$ cat src/include/fast_timer_pkg.sv
// Package for the fast timer compare unit: register map, fields, codes.
// Assumes a 32-bit AXI4-Lite register bus, one register per word.
package fast_timer_pkg;
  // ----------------------------------------------------------------
  // Register byte addresses
  // ----------------------------------------------------------------
  localparam logic [7:0] ADDR_CONTROL_A = 8'h00;
  localparam logic [7:0] ADDR_CONTROL_B = 8'h04;
  localparam logic [7:0] ADDR_COUNT = 8'h08;
  localparam logic [7:0] ADDR_COMPARE_A = 8'h0C;
  localparam logic [7:0] ADDR_COMPARE_B = 8'h10;
  localparam logic [7:0] ADDR_TOP_COMPARE = 8'h14;
  localparam logic [7:0] ADDR_STATUS = 8'h18;
  localparam logic [7:0] ADDR_PIN_CONTROL = 8'h1C;

  // ----------------------------------------------------------------
  // Field positions
  // ----------------------------------------------------------------
  // Control A
  localparam int OUT_MODE_A_HI = 7;
  localparam int OUT_MODE_A_LO = 6;
  localparam int OUT_MODE_B_HI = 5;
  localparam int OUT_MODE_B_LO = 4;
  localparam int FORCE_MATCH_A = 3;
  localparam int FORCE_MATCH_B = 2;
  localparam int PWM_ENABLE_A = 1;
  localparam int PWM_ENABLE_B = 0;
  // Control B
  localparam int CLEAR_ON_TOP_MATCH = 7;
  localparam int PRESCALER_RESET = 6;
  localparam int CLOCK_SELECT_LSB = 0;
  localparam logic [7:0] CONTROL_B_WRITE_MASK = 8'hCF;
  // Status: write one to clear
  localparam int MATCH_FLAG_A = 0;
  localparam int MATCH_FLAG_B = 1;
  localparam int OVERFLOW_FLAG = 2;
  // Pin control
  localparam int DIR_PIN_ONE = 0;
  localparam int DIR_PIN_THREE = 1;
  localparam int FAST_SOURCE_ENABLE = 2;

  // ----------------------------------------------------------------
  // Values
  // ----------------------------------------------------------------
  localparam logic [7:0] COUNT_ZERO = 8'h00;
  localparam logic [7:0] COUNT_FULL = 8'hFF;
  localparam logic [7:0] RESET_BYTE = 8'h00;
  localparam logic [3:0] CLOCK_STOPPED = 4'h0;
  localparam logic [1:0] RESP_OKAY = 2'h0;
  localparam logic [1:0] RESP_SLVERR = 2'h2;
  localparam int PRESCALE_WIDTH = 14;

  typedef enum logic [1:0] {
    pin_off,
    pin_toggle,
    pin_clear,
    pin_set
  } pin_action_t;
endpackage

$ cat src/fast_timer_compare_unit.sv
// Fast timer compare unit: counter, prescaler, three compares, pins.
// Assumes one clock; the fast source arrives as an enable pulse pin.
module fast_timer_compare_unit
  import fast_timer_pkg::*;
(
  // Clock and reset
  input wire logic clock,
  input wire logic rst_b,
  input wire logic clock_enable,
  // Fast source tick, one pulse per fast-clock period
  input wire logic fast_pll_source,
  // AXI4-Lite slave
  input wire logic [7:0] s_axi_awaddr,
  input wire logic s_axi_awvalid,
  output logic s_axi_awready,
  input wire logic [31:0] s_axi_wdata,
  input wire logic [3:0] s_axi_wstrb,
  input wire logic s_axi_wvalid,
  output logic s_axi_wready,
  output logic [1:0] s_axi_bresp,
  output logic s_axi_bvalid,
  input wire logic s_axi_bready,
  input wire logic [7:0] s_axi_araddr,
  input wire logic s_axi_arvalid,
  output logic s_axi_arready,
  output logic [31:0] s_axi_rdata,
  output logic [1:0] s_axi_rresp,
  output logic s_axi_rvalid,
  input wire logic s_axi_rready,
  // Compare pins, output enable low while driving
  output logic compare_out_a,
  output logic compare_out_a_oe_b,
  output logic compare_out_b,
  output logic compare_out_b_oe_b
);

  // ----------------------------------------------------------------
  // Functions
  // ----------------------------------------------------------------
  function automatic logic apply_action(input logic [1:0] mode,
                                        input logic pin);
    case (pin_action_t'(mode))
      pin_toggle: apply_action = ~pin;
      pin_clear: apply_action = 1'b0;
      pin_set: apply_action = 1'b1;
      default: apply_action = pin;
    endcase
  endfunction

  function automatic logic [7:0] merge_byte(input logic [7:0] old,
                                            input logic [31:0] data,
                                            input logic [3:0] strb);
    merge_byte = strb[0] ? data[7:0] : old;
  endfunction

  // ----------------------------------------------------------------
  // Registers
  // ----------------------------------------------------------------
  logic [7:0] control_a;
  logic [7:0] control_b;
  logic [7:0] compare_a;
  logic [7:0] compare_b;
  logic [7:0] top_compare;
  logic [7:0] compare_a_live;
  logic [7:0] compare_b_live;
  logic [2:0] pin_control;
  logic [7:0] count;
  logic [7:0] count_shadow;
  logic [2:0] flags;
  logic [2:0] flag_event;
  logic [2:0] flag_delay;
  logic count_write_pending;
  logic [1:0] count_write_wait;
  logic [7:0] count_write_value;
  logic force_a;
  logic force_b;
  logic prescaler_clear;
  logic fast_meta;
  logic fast_sync;

  // ----------------------------------------------------------------
  // Bus slave
  // ----------------------------------------------------------------
  logic [7:0] aw_addr;
  logic aw_held;
  logic [31:0] w_data;
  logic [3:0] w_strb;
  logic w_held;
  logic do_write;
  logic write_known;
  logic read_known;
  logic [7:0] read_value;

  assign do_write = aw_held && w_held && !s_axi_bvalid;

  always_ff @(posedge clock)
  begin
    if (!rst_b)
    begin
      aw_held <= 1'b0;
      w_held <= 1'b0;
      aw_addr <= RESET_BYTE;
      w_data <= '0;
      w_strb <= '0;
      s_axi_awready <= 1'b0;
      s_axi_wready <= 1'b0;
      s_axi_bvalid <= 1'b0;
      s_axi_bresp <= RESP_OKAY;
    end
    else if (clock_enable)
    begin
      s_axi_awready <= !aw_held && !s_axi_awready && !s_axi_bvalid;
      s_axi_wready <= !w_held && !s_axi_wready && !s_axi_bvalid;
      if (s_axi_awvalid && s_axi_awready)
      begin
        aw_held <= 1'b1;
        aw_addr <= s_axi_awaddr;
        s_axi_awready <= 1'b0;
      end
      if (s_axi_wvalid && s_axi_wready)
      begin
        w_held <= 1'b1;
        w_data <= s_axi_wdata;
        w_strb <= s_axi_wstrb;
        s_axi_wready <= 1'b0;
      end
      if (do_write)
      begin
        aw_held <= 1'b0;
        w_held <= 1'b0;
        s_axi_bvalid <= 1'b1;
        s_axi_bresp <= write_known ? RESP_OKAY : RESP_SLVERR;
      end
      else if (s_axi_bvalid && s_axi_bready)
        s_axi_bvalid <= 1'b0;
    end
  end

  always_comb
  begin
    write_known = 1'b1;
    case (aw_addr)
      ADDR_CONTROL_A, ADDR_CONTROL_B, ADDR_COUNT, ADDR_COMPARE_A,
      ADDR_COMPARE_B, ADDR_TOP_COMPARE, ADDR_STATUS,
      ADDR_PIN_CONTROL: write_known = 1'b1;
      default: write_known = 1'b0;
    endcase
  end

  always_comb
  begin
    read_known = 1'b1;
    read_value = RESET_BYTE;
    case (s_axi_araddr)
      // Force bits always read zero
      ADDR_CONTROL_A: read_value = control_a &
        ~(8'h01 << FORCE_MATCH_A) & ~(8'h01 << FORCE_MATCH_B);
      ADDR_CONTROL_B: read_value = control_b & CONTROL_B_WRITE_MASK &
        ~(8'h01 << PRESCALER_RESET);
      ADDR_COUNT: read_value = count_shadow;
      ADDR_COMPARE_A: read_value = compare_a;
      ADDR_COMPARE_B: read_value = compare_b;
      ADDR_TOP_COMPARE: read_value = top_compare;
      ADDR_STATUS: read_value = {5'h00, flags};
      ADDR_PIN_CONTROL: read_value = {5'h00, pin_control};
      default: read_known = 1'b0;
    endcase
  end

  always_ff @(posedge clock)
  begin
    if (!rst_b)
    begin
      s_axi_arready <= 1'b0;
      s_axi_rvalid <= 1'b0;
      s_axi_rdata <= '0;
      s_axi_rresp <= RESP_OKAY;
    end
    else if (clock_enable)
    begin
      s_axi_arready <= !s_axi_arready && !s_axi_rvalid;
      if (s_axi_arvalid && s_axi_arready)
      begin
        s_axi_arready <= 1'b0;
        s_axi_rvalid <= 1'b1;
        s_axi_rdata <= {24'h000000, read_value};
        s_axi_rresp <= read_known ? RESP_OKAY : RESP_SLVERR;
      end
      else if (s_axi_rvalid && s_axi_rready)
        s_axi_rvalid <= 1'b0;
    end
  end

  // ----------------------------------------------------------------
  // Control registers
  // ----------------------------------------------------------------
  logic [7:0] next_control_a;
  assign next_control_a = merge_byte(control_a, w_data, w_strb);

  always_ff @(posedge clock)
  begin
    if (!rst_b)
    begin
      control_a <= RESET_BYTE;
      control_b <= RESET_BYTE;
      compare_a <= RESET_BYTE;
      compare_b <= RESET_BYTE;
      top_compare <= RESET_BYTE;
      pin_control <= '0;
      force_a <= 1'b0;
      force_b <= 1'b0;
      prescaler_clear <= 1'b0;
    end
    else if (clock_enable)
    begin
      force_a <= 1'b0;
      force_b <= 1'b0;
      prescaler_clear <= 1'b0;
      if (do_write && w_strb[0])
        case (aw_addr)
          ADDR_CONTROL_A:
          begin
            control_a <= next_control_a;
            force_a <= next_control_a[FORCE_MATCH_A] &&
              !next_control_a[PWM_ENABLE_A];
            force_b <= next_control_a[FORCE_MATCH_B] &&
              !next_control_a[PWM_ENABLE_B];
          end
          ADDR_CONTROL_B:
          begin
            control_b <= w_data[7:0] & CONTROL_B_WRITE_MASK &
              ~(8'h01 << PRESCALER_RESET);
            prescaler_clear <= w_data[PRESCALER_RESET];
          end
          ADDR_COMPARE_A: compare_a <= w_data[7:0];
          ADDR_COMPARE_B: compare_b <= w_data[7:0];
          ADDR_TOP_COMPARE: top_compare <= w_data[7:0];
          ADDR_PIN_CONTROL: pin_control <= w_data[2:0];
          default: ;
        endcase
    end
  end

  // ----------------------------------------------------------------
  // Clock source and prescaler
  // ----------------------------------------------------------------
  logic async_mode;
  logic base_tick;
  logic [PRESCALE_WIDTH-1:0] prescale;
  logic [PRESCALE_WIDTH-1:0] prescale_mask;
  logic [3:0] clock_select;
  logic timer_tick;

  assign async_mode = pin_control[FAST_SOURCE_ENABLE];
  assign clock_select = control_b[CLOCK_SELECT_LSB +: 4];

  // Fast tick pin comes from another domain
  always_ff @(posedge clock)
  begin
    if (!rst_b)
    begin
      fast_meta <= 1'b0;
      fast_sync <= 1'b0;
    end
    else if (clock_enable)
    begin
      fast_meta <= fast_pll_source;
      fast_sync <= fast_meta;
    end
  end

  // Base tick from system or fast source
  assign base_tick = async_mode ? fast_sync : 1'b1;

  always_ff @(posedge clock)
  begin
    if (!rst_b)
      prescale <= '0;
    else if (clock_enable)
    begin
      if (prescaler_clear)
        prescale <= '0;
      else if (base_tick)
        prescale <= prescale + 1'b1;
    end
  end

  // Divide by two to the power n-1
  assign prescale_mask = (PRESCALE_WIDTH)'((15'h0001 <<
    (clock_select - 4'h1)) - 15'h0001);
  assign timer_tick = (clock_select != CLOCK_STOPPED) && base_tick &&
    !prescaler_clear && ((prescale & prescale_mask) == '0);

  // ----------------------------------------------------------------
  // Counter
  // ----------------------------------------------------------------
  logic top_hit;
  logic top_clear_mode;
  logic [7:0] next_count;

  assign top_clear_mode = control_b[CLEAR_ON_TOP_MATCH] ||
    control_a[PWM_ENABLE_A] || control_a[PWM_ENABLE_B];
  assign next_count = count + 8'h01;

  // Counter write waits one or two cycles
  always_ff @(posedge clock)
  begin
    if (!rst_b)
    begin
      count_write_pending <= 1'b0;
      count_write_wait <= '0;
      count_write_value <= RESET_BYTE;
    end
    else if (clock_enable)
    begin
      if (do_write && w_strb[0] && aw_addr == ADDR_COUNT)
      begin
        count_write_pending <= 1'b1;
        count_write_value <= w_data[7:0];
        count_write_wait <= async_mode ? 2'h1 : 2'h0;
      end
      else if (count_write_pending && count_write_wait != 2'h0)
        count_write_wait <= count_write_wait - 2'h1;
      else
        count_write_pending <= 1'b0;
    end
  end

  logic load_now;
  assign load_now = count_write_pending && count_write_wait == 2'h0;

  always_ff @(posedge clock)
  begin
    if (!rst_b)
    begin
      count <= COUNT_ZERO;
      top_hit <= 1'b0;
    end
    else if (clock_enable)
    begin
      top_hit <= 1'b0;
      if (load_now)
        count <= count_write_value;
      // Clear one cycle after top match
      else if (top_hit)
        count <= COUNT_ZERO;
      else if (timer_tick)
      begin
        count <= next_count;
        top_hit <= top_clear_mode && next_count == top_compare;
      end
    end
  end

  // Count readback passes an output stage
  always_ff @(posedge clock)
  begin
    if (!rst_b)
      count_shadow <= COUNT_ZERO;
    else if (clock_enable)
      count_shadow <= count;
  end

  // ----------------------------------------------------------------
  // Compare channels
  // ----------------------------------------------------------------
  logic match_a;
  logic match_b;
  logic wrap;

  assign wrap = timer_tick && !load_now && !top_hit &&
    count == COUNT_FULL;

  always_ff @(posedge clock)
  begin
    if (!rst_b)
    begin
      compare_a_live <= RESET_BYTE;
      compare_b_live <= RESET_BYTE;
    end
    else if (clock_enable)
    begin
      // PWM latches held values at top
      if (!control_a[PWM_ENABLE_A] || top_hit)
        compare_a_live <= compare_a;
      if (!control_a[PWM_ENABLE_B] || top_hit)
        compare_b_live <= compare_b;
    end
  end

  always_ff @(posedge clock)
  begin
    if (!rst_b)
    begin
      match_a <= 1'b0;
      match_b <= 1'b0;
    end
    else if (clock_enable)
    begin
      match_a <= timer_tick && !load_now && !top_hit &&
        next_count == compare_a_live;
      match_b <= timer_tick && !load_now && !top_hit &&
        next_count == compare_b_live;
    end
  end

  // ----------------------------------------------------------------
  // Flags, set wins over write-one-clear
  // ----------------------------------------------------------------
  always_ff @(posedge clock)
  begin
    if (!rst_b)
    begin
      flag_event <= '0;
      flag_delay <= '0;
      flags <= '0;
    end
    else if (clock_enable)
    begin
      // Flags set after two sync stages
      flag_event <= {top_hit || wrap, match_b, match_a};
      flag_delay <= flag_event;
      if (do_write && w_strb[0] && aw_addr == ADDR_STATUS)
        flags <= (flags & ~w_data[2:0]) | flag_delay;
      else
        flags <= flags | flag_delay;
    end
  end

  // ----------------------------------------------------------------
  // Pin actions
  // ----------------------------------------------------------------
  logic pin_a;
  logic pin_b;

  always_ff @(posedge clock)
  begin
    if (!rst_b)
    begin
      pin_a <= 1'b0;
      pin_b <= 1'b0;
    end
    else if (clock_enable)
    begin
      // Channel A and B actions with current mode
      if (match_a || force_a)
        pin_a <= apply_action(control_a[OUT_MODE_A_HI:OUT_MODE_A_LO],
          pin_a);
      if (match_b || force_b)
        pin_b <= apply_action(control_a[OUT_MODE_B_HI:OUT_MODE_B_LO],
          pin_b);
    end
  end

  assign compare_out_a = pin_a;
  assign compare_out_b = pin_b;

  // Drive only with direction set and mode nonzero
  always_ff @(posedge clock)
  begin
    if (!rst_b)
    begin
      compare_out_a_oe_b <= 1'b1;
      compare_out_b_oe_b <= 1'b1;
    end
    else if (clock_enable)
    begin
      compare_out_a_oe_b <= !(pin_control[DIR_PIN_ONE] &&
        control_a[OUT_MODE_A_HI:OUT_MODE_A_LO] != 2'h0);
      compare_out_b_oe_b <= !(pin_control[DIR_PIN_THREE] &&
        control_a[OUT_MODE_B_HI:OUT_MODE_B_LO] != 2'h0);
    end
  end

endmodule

$ cat config.mk
export PLATFORM = sky130hd
export DESIGN_NAME = fast_timer_compare_unit
export DESIGN_NICKNAME = d
export VERILOG_FILES = /design/src/include/fast_timer_pkg.sv /design/src/fast_timer_compare_unit.sv
export SDC_FILE = /design/constraint.sdc
export NUM_CORES = 1
export LEC_CHECK = 0
export BUFFER_PORTS_ARGS = -buffer_cell sky130_fd_sc_hd__buf_2
export CAP_MARGIN = 20
export CORE_MARGIN = 2
export CORE_UTILIZATION = 55
export CTS_CLUSTER_DIAMETER = 80
export CTS_CLUSTER_SIZE = 30
export DETAILED_ROUTE_END_ITERATION = 8
export GPL_TIMING_DRIVEN = 0
export PLACE_DENSITY = 0.83
export SLEW_MARGIN = 10
export SYNTH_ARGS = -nofsm -noshare
export SYNTH_HDL_FRONTEND = slang
export SYNTH_SLANG_ARGS = --single-unit
$ cat constraint.sdc
create_clock -name clock -period 6.9 [get_ports clock]
set_input_delay 1.38 -clock clock [delete_from_list [all_inputs] [get_ports clock]]
set_output_delay 1.38 -clock clock [all_outputs]
set_load 0.1 [all_outputs]
# ---- Yosys cells after proc, flatten, opt, wreduce, memory -nomap -nowiden
# Memory sizes are Yosys's and may differ from the RTL's. A register that Yosys moved wholly into a read port is not among the register bits.
# Index checks and enable logic that the tools add are counted.
dict set report word_totals {
  regBits 154
  mem_bits_ro 32
  inputBits 61
  out_inout_bits 45
  memories 1
}
dict set report op_classes {
  addsub 5
  n_eq_ne 25
  shifts 1
  n_mux 42
  n_bitwise 7
  reduce_logical 96
}
# memory depth width rd rd_clocked_by_memory_dff wr line_no
set memory_table {}
lappend memory_table {{(name not given)} 32 1 1 1 0 fast_timer_compare_unit.sv:142} ;# case (aw_addr)
# cell count
set op_table {}
lappend op_table {{8-bit by 5-bit equality test with 1-bit output (second input constant)} 8}
lappend op_table {{8-bit case mux with 8 select lines} 1}
lappend op_table {{8-bit by 4-bit equality test with 1-bit output (second input constant)} 4}
lappend op_table {{1-bit logical AND} 30}
lappend op_table {{2-bit AND reduction} 15}
lappend op_table {{14-bit two-way mux} 2}
lappend op_table {{1-bit two-way mux} 26}
lappend op_table {{8-bit equality test} 3}
lappend op_table {{8-bit two-way mux} 3}
lappend op_table {{3-bit AND reduction} 8}
lappend op_table {{2-bit nonzero test} 9}
lappend op_table {{8-bit by 3-bit equality test with 1-bit output (second input constant)} 2}
lappend op_table {{1-bit logical NOT} 16}
lappend op_table {{8-bit logical NOT} 2}
lappend op_table {{14-bit by 1-bit adder with 14-bit output (second input constant)} 1}
lappend op_table {{14-bit bitwise AND} 1}
lappend op_table {{14-bit logical NOT} 1}
lappend op_table {{1-bit by 4-bit left shift with 14-bit output (first input constant)} 1}
lappend op_table {{14-bit by 1-bit subtractor with 14-bit output (second input constant)} 1}
lappend op_table {{5-bit two-way mux} 2}
lappend op_table {{3-bit nonzero test} 3}
lappend op_table {{8-bit by 1-bit adder with 8-bit output (second input constant)} 1}
lappend op_table {{2-bit equality test (second input constant)} 4}
lappend op_table {{8-bit equality test (second input constant)} 1}
lappend op_table {{18 further kinds} 31}

# ---- Logic depth before layout (Yosys ltp)
dict set report logic_depth {
  ltp_word 10
  ltp_mapped 12
  depth_no_buf 9
}

# ---- Worst setup path before layout
# No wires, ideal clock.
dict set report synth_timing {
  path_type {register to register}
  from {reg control_b[1]}
  to {reg count[3]}
  setup_ns 0.137
  t_arrival_ns 2.898
  path_slack_ns 3.865
  path_stages_with_launch 11
  path_buffers 3
  synth_period_minus_slack_ns 3.035
  path_cell_list {dfxtp_1 > buf_6 > buf_2 > or4b_2 > ha_1 > buf_2 > xor2_1 > a211o_1 > nor4_4 > a22o_4 > a211oi_2}
}
dict set report synth_between {
  elab_chain_cells 8
  word_cells_on_any_way 11
}
# item line_no
set synth_lines {}
lappend synth_lines {{start: declaration} fast_timer_compare_unit.sv:60} ;# logic [7:0] control_b;
lappend synth_lines {{start signal: assignment} fast_timer_compare_unit.sv:231} ;# control_b <= w_data[7:0] & CONTROL_B_WRITE_MASK &
lappend synth_lines {{4-bit by 1-bit subtractor with 4-bit output} fast_timer_compare_unit.sv:290} ;# (clock_select - 4'h1)) - 15'h0001);
lappend synth_lines {{1-bit by 4-bit left shift with 14-bit output} fast_timer_compare_unit.sv:289} ;# assign prescale_mask = (PRESCALE_WIDTH)'((15'h0001 <<
lappend synth_lines {{14-bit by 1-bit subtractor with 14-bit output} fast_timer_compare_unit.sv:290}
lappend synth_lines {{14-bit bitwise AND} fast_timer_compare_unit.sv:292} ;# !prescaler_clear && ((prescale & prescale_mask) == '0);
lappend synth_lines {{14-bit logical NOT} fast_timer_compare_unit.sv:292}
lappend synth_lines {{1-bit logical AND (*)} fast_timer_compare_unit.sv:292}
lappend synth_lines {{3-bit nonzero test (no line) (*)} --}
lappend synth_lines {{2-bit AND reduction (no line) (*)} --}
lappend synth_lines {{end signal: assignment} fast_timer_compare_unit.sv:343} ;# count <= count_write_value;
lappend synth_lines {{end signal: assignment} fast_timer_compare_unit.sv:349} ;# count <= next_count;
lappend synth_lines {{end: declaration} fast_timer_compare_unit.sv:67} ;# logic [7:0] count;
# Mark *: on every way between the ends. The rest lies on a longest branch, timed or not.
# A chain may end at the register's enable or synchronous reset.

# ---- Worst setup path in the final report
dict set report layout_timing {
  from {reg control_b[3]}
  to {reg count[2]}
}
# The elaborated chain is that of the path after synthesis.

==> impl_metrics.json <==
{
  "leading_area_contributor_after_synthesis": "sky130_fd_sc_hd__dfxtp_1",
  "n_antenna_cell": 0,
  "dp_cells": 1081,
  "fillerInstances": 1071,
  "detailedRoute.firstIterationViolations": 570,
  "layout-drive-gt1-share": 0.161,
  "worstSetupPathType": "reg -> reg",
  "power.leakage_nw": 3.45,
  "async_reset_ff_frac": 0,
  "layout_worst_path_cycle_share": 0.497,
  "num_vias": 6527,
  "cts_tree": "done",
  "synth.yosys.warnings": 0,
  "power_share_of_the_sequential_group": 0.446,
  "worst_skew_pair.late_latency_ns": 0.43,
  "start_util": 0.560,
  "track_usage": 0.289,
  "p_clk_frac": 0.464,
  "dieHeight_um": 120,
  "post-synth-top-area-fraction": 0.415,
  "synthesis.area_per_instance_um2": 8.89,
  "dr.pass1.iters": 5,
  "io_pins": 106,
  "fmax_ghz": 0.292,
  "floorplan.die.width_um": 120,
  "area.growth.synth_to_final_pct": 15.5,
  "endpoint_kind": "flip-flop",
  "max-slew-margin-rel": 0.323,
  "grt_antenna_before_repair": 0,
  "synth.ff_latch_count": 153,
  "finalNonFillerCells": 1112,
  "critical_path.reg2reg.startpoint": "control_b[3]",
  "synth-edff-count": 0,
  "synth_seq_area_share": 0.415,
  "rsz0062_at_grt": "false",
  "post_drt_wl_per_cell_um": 18.4,
  "clk_root_buffer_cell": "sky130_fd_sc_hd__clkbuf_16",
  "pins_over_their_slew_limit": 0,
  "htreeDepth": 4,
  "final_nets": 989,
  "max_cap_viol_count": 0,
  "post_cts_buffers": 0,
  "p_comb_frac": 0.090,
  "hold_path.class": "reg -> reg",
  "critPathRequiredTime_ns": 7.17,
  "worst_slew_pin_slew_ns": 1.01,
  "critical_path.max_fanout": 10,
  "core_um2": 13200,
  "finalCriticalPeriod_ns": 3.43,
  "drt-vias-per-instance": 5.87,
  "cts_num_sinks": 153,
  "antenna_left": 0,
  "routed_wl_um": 20500,
  "fp.dieArea_um2": 14400,
  "startpoint": "control_b[3]",
  "grt_max_degree": 17,
  "arrival_ns": 3.70,
  "crit_path_start_kind": "flip-flop",
  "irDropWorstVdd_uv": 186,
  "routabilityCongestion": 0.919,
  "p_per_area_nw_per_um2": 236,
  "number_of_clock_buffers_inserted_by_tritoncts": 17,
  "synth_area_um2": 7390,
  "dp_hpwl_um": 14200,
  "route.detailed.drc": 0,
  "p_int_w": 0.00149,
  "cts-root-to-sink-buffers": 2,
  "multiInputGateArea_um2": 3940,
  "post_cts.resized_instances": 0,
  "run_status": "finished clean",
  "swShare": 0.258,
  "synth.lib_cells_used.distinct": 72,
  "cts-hold-fix-buffers": 0,
  "finalSetupViolCount": 0,
  "final.hold.worst_slack_ns": 0.416,
  "timing.clock.skew_ns": 0.00697,
  "cts.reportedPaths.clkPinSlew_ns": 0.06,
  "synthFlopType": "sky130_fd_sc_hd__dfxtp_1",
  "grt_pass1_vias": 6194,
  "tns_ns": 0,
  "global_route_wire_length_before_repair_um": 32300,
  "synth_cells": 831,
  "netSwitchingPower_w": 0.000519,
  "sequential_cell_area_um2": 3060,
  "io_buffers": 49,
  "grt_overflow": 0,
  "synth_top_cells_by_area": "sky130_fd_sc_hd__dfxtp_1 (41%), sky130_fd_sc_hd__mux2i_1 (12%), sky130_fd_sc_hd__nor2_1 (6.5%)",
  "final_hold_viol_count": 0,
  "placementRows": 42,
  "finalCoreUtilization": 0.647
}
-- stage by stage --
step           area (um^2)  total power [W]  setup WS (ns)
2_1_floorplan         7480          0.00106           3.86
3_3_place_gp          7950          0.00109           3.36
3_5_place_dp          7950          0.00110           3.34
4_1_cts               8530          0.00201           3.51
5_1_grt               8530          0.00206           3.31
6_report              8530          0.00201           3.47
-- synth_stat cells (6+ instances only) --
library cell               instances
sky130_fd_sc_hd__nand3_1          21
sky130_fd_sc_hd__nor2_1          128
sky130_fd_sc_hd__inv_1             8
sky130_fd_sc_hd__mux2i_1          85
sky130_fd_sc_hd__a22oi_1           9
sky130_fd_sc_hd__xor2_1           25
sky130_fd_sc_hd__a211oi_2          7
sky130_fd_sc_hd__nor3_1            6
sky130_fd_sc_hd__mux2_2            8
sky130_fd_sc_hd__a21oi_1          50
sky130_fd_sc_hd__xnor2_1          16
sky130_fd_sc_hd__clkbuf_1         38
sky130_fd_sc_hd__nand2b_1          6
sky130_fd_sc_hd__o21ai_0          33
sky130_fd_sc_hd__a221oi_1          7
sky130_fd_sc_hd__nand2_1          75
sky130_fd_sc_hd__and3_1           10
sky130_fd_sc_hd__dfxtp_1         153
sky130_fd_sc_hd__buf_2             9
sky130_fd_sc_hd__nor4_1            6
sky130_fd_sc_hd__buf_4            28
-- layout make-up --
cell class | instances | share of cell area
flip-flops and latches | 153 | 0.359
multi-input cells | 612 | 0.462
well taps | 176 | 0.0258
clock inverters | 12 | 0.0177
plain buffers | 81 | 0.0519
repair buffers | 49 | 0.0287
clock buffers | 19 | 0.0507
inverters | 10 | 0.00440
-- cells in the final DEF (no fill, tap or decap), types with 17 or more instances in the layout --
master                      count
sky130_fd_sc_hd__mux2i_1       85
sky130_fd_sc_hd__nand3_1       21
sky130_fd_sc_hd__clkbuf_16     17
sky130_fd_sc_hd__o21ai_0       33
sky130_fd_sc_hd__nand2_1       75
sky130_fd_sc_hd__clkbuf_1      40
sky130_fd_sc_hd__conb_1        26
sky130_fd_sc_hd__dfxtp_1      153
sky130_fd_sc_hd__buf_2         58
sky130_fd_sc_hd__xor2_1        25
sky130_fd_sc_hd__buf_4         28
sky130_fd_sc_hd__a21oi_1       50
sky130_fd_sc_hd__nor2_1       128
-- flip-flops by register name (all words and copies together), names as in the netlist, 2 cells and up, named ones only --
register	cells
prescale	14
aw_addr	8
compare_a	8
compare_a_live	8
compare_b	8
compare_b_live	8
control_a	8
count	8
count_shadow	8
count_write_value	8
s_axi_rdata	8
top_compare	8
w_data	8
control_b	5
flag_delay	3
flag_event	3
flags	3
pin_control	3
count_write_wait	2
-- critical path, cell delays in order, from the launching register on --
cell	delay, ns
sky130_fd_sc_hd__dfxtp_1	0.34
sky130_fd_sc_hd__buf_2	0.19
sky130_fd_sc_hd__buf_2	0.22
sky130_fd_sc_hd__or4b_2	0.63
sky130_fd_sc_hd__ha_1	0.24
sky130_fd_sc_hd__buf_2	0.18
sky130_fd_sc_hd__xor2_1	0.17
sky130_fd_sc_hd__a211o_1	0.37
sky130_fd_sc_hd__nor4_4	0.55
sky130_fd_sc_hd__a22o_4	0.30
sky130_fd_sc_hd__a211oi_2	0.08
-- path summary, 6_finish.rpt --
path	end	slack (ns)	cells past startpoint
setup / recovery	count[2]	3.47	10
hold / removal	s_axi_bresp[1]	0.42	1
setup reg to reg	count[2]	3.47	10
hold reg to reg	s_axi_bresp[1]	0.42	1
-- power groups by stage --
stage | clock network [W] | logic [W] | registers [W]
floorplan | 0 | 0.000125 | 0.000935
global placement | 0 | 0.000176 | 0.000918
detailed placement | 0 | 0.000177 | 0.000918
CTS | 0.000934 | 0.000179 | 0.000899
global route | 0.000976 | 0.000189 | 0.000900
finish | 0.000934 | 0.000181 | 0.000899
-- kinds of logic (layout without fill, tap and decap cells) --
kind of cell	Yosys count	in the layout	synth area share
buf+inv	91	171	0.0650
mux	97	97	0.140
flops	153	153	0.415
fa+ha+maj	4	4	0.00677
compound gates	150	150	0.139
simple gates	294	294	0.186
xor+xnor	41	41	0.0486
other cells	1	26	0.000508
-- metal layers --
layer	wire, um	global-route usage	vias up
met4	804	0.135	0
li1	-	-	3058
met3	1760	0.0613	76
met2	9740	0.483	352
met1	8170	0.355	3041
met5	0	0	-
(Power assumes the default switching activity.)
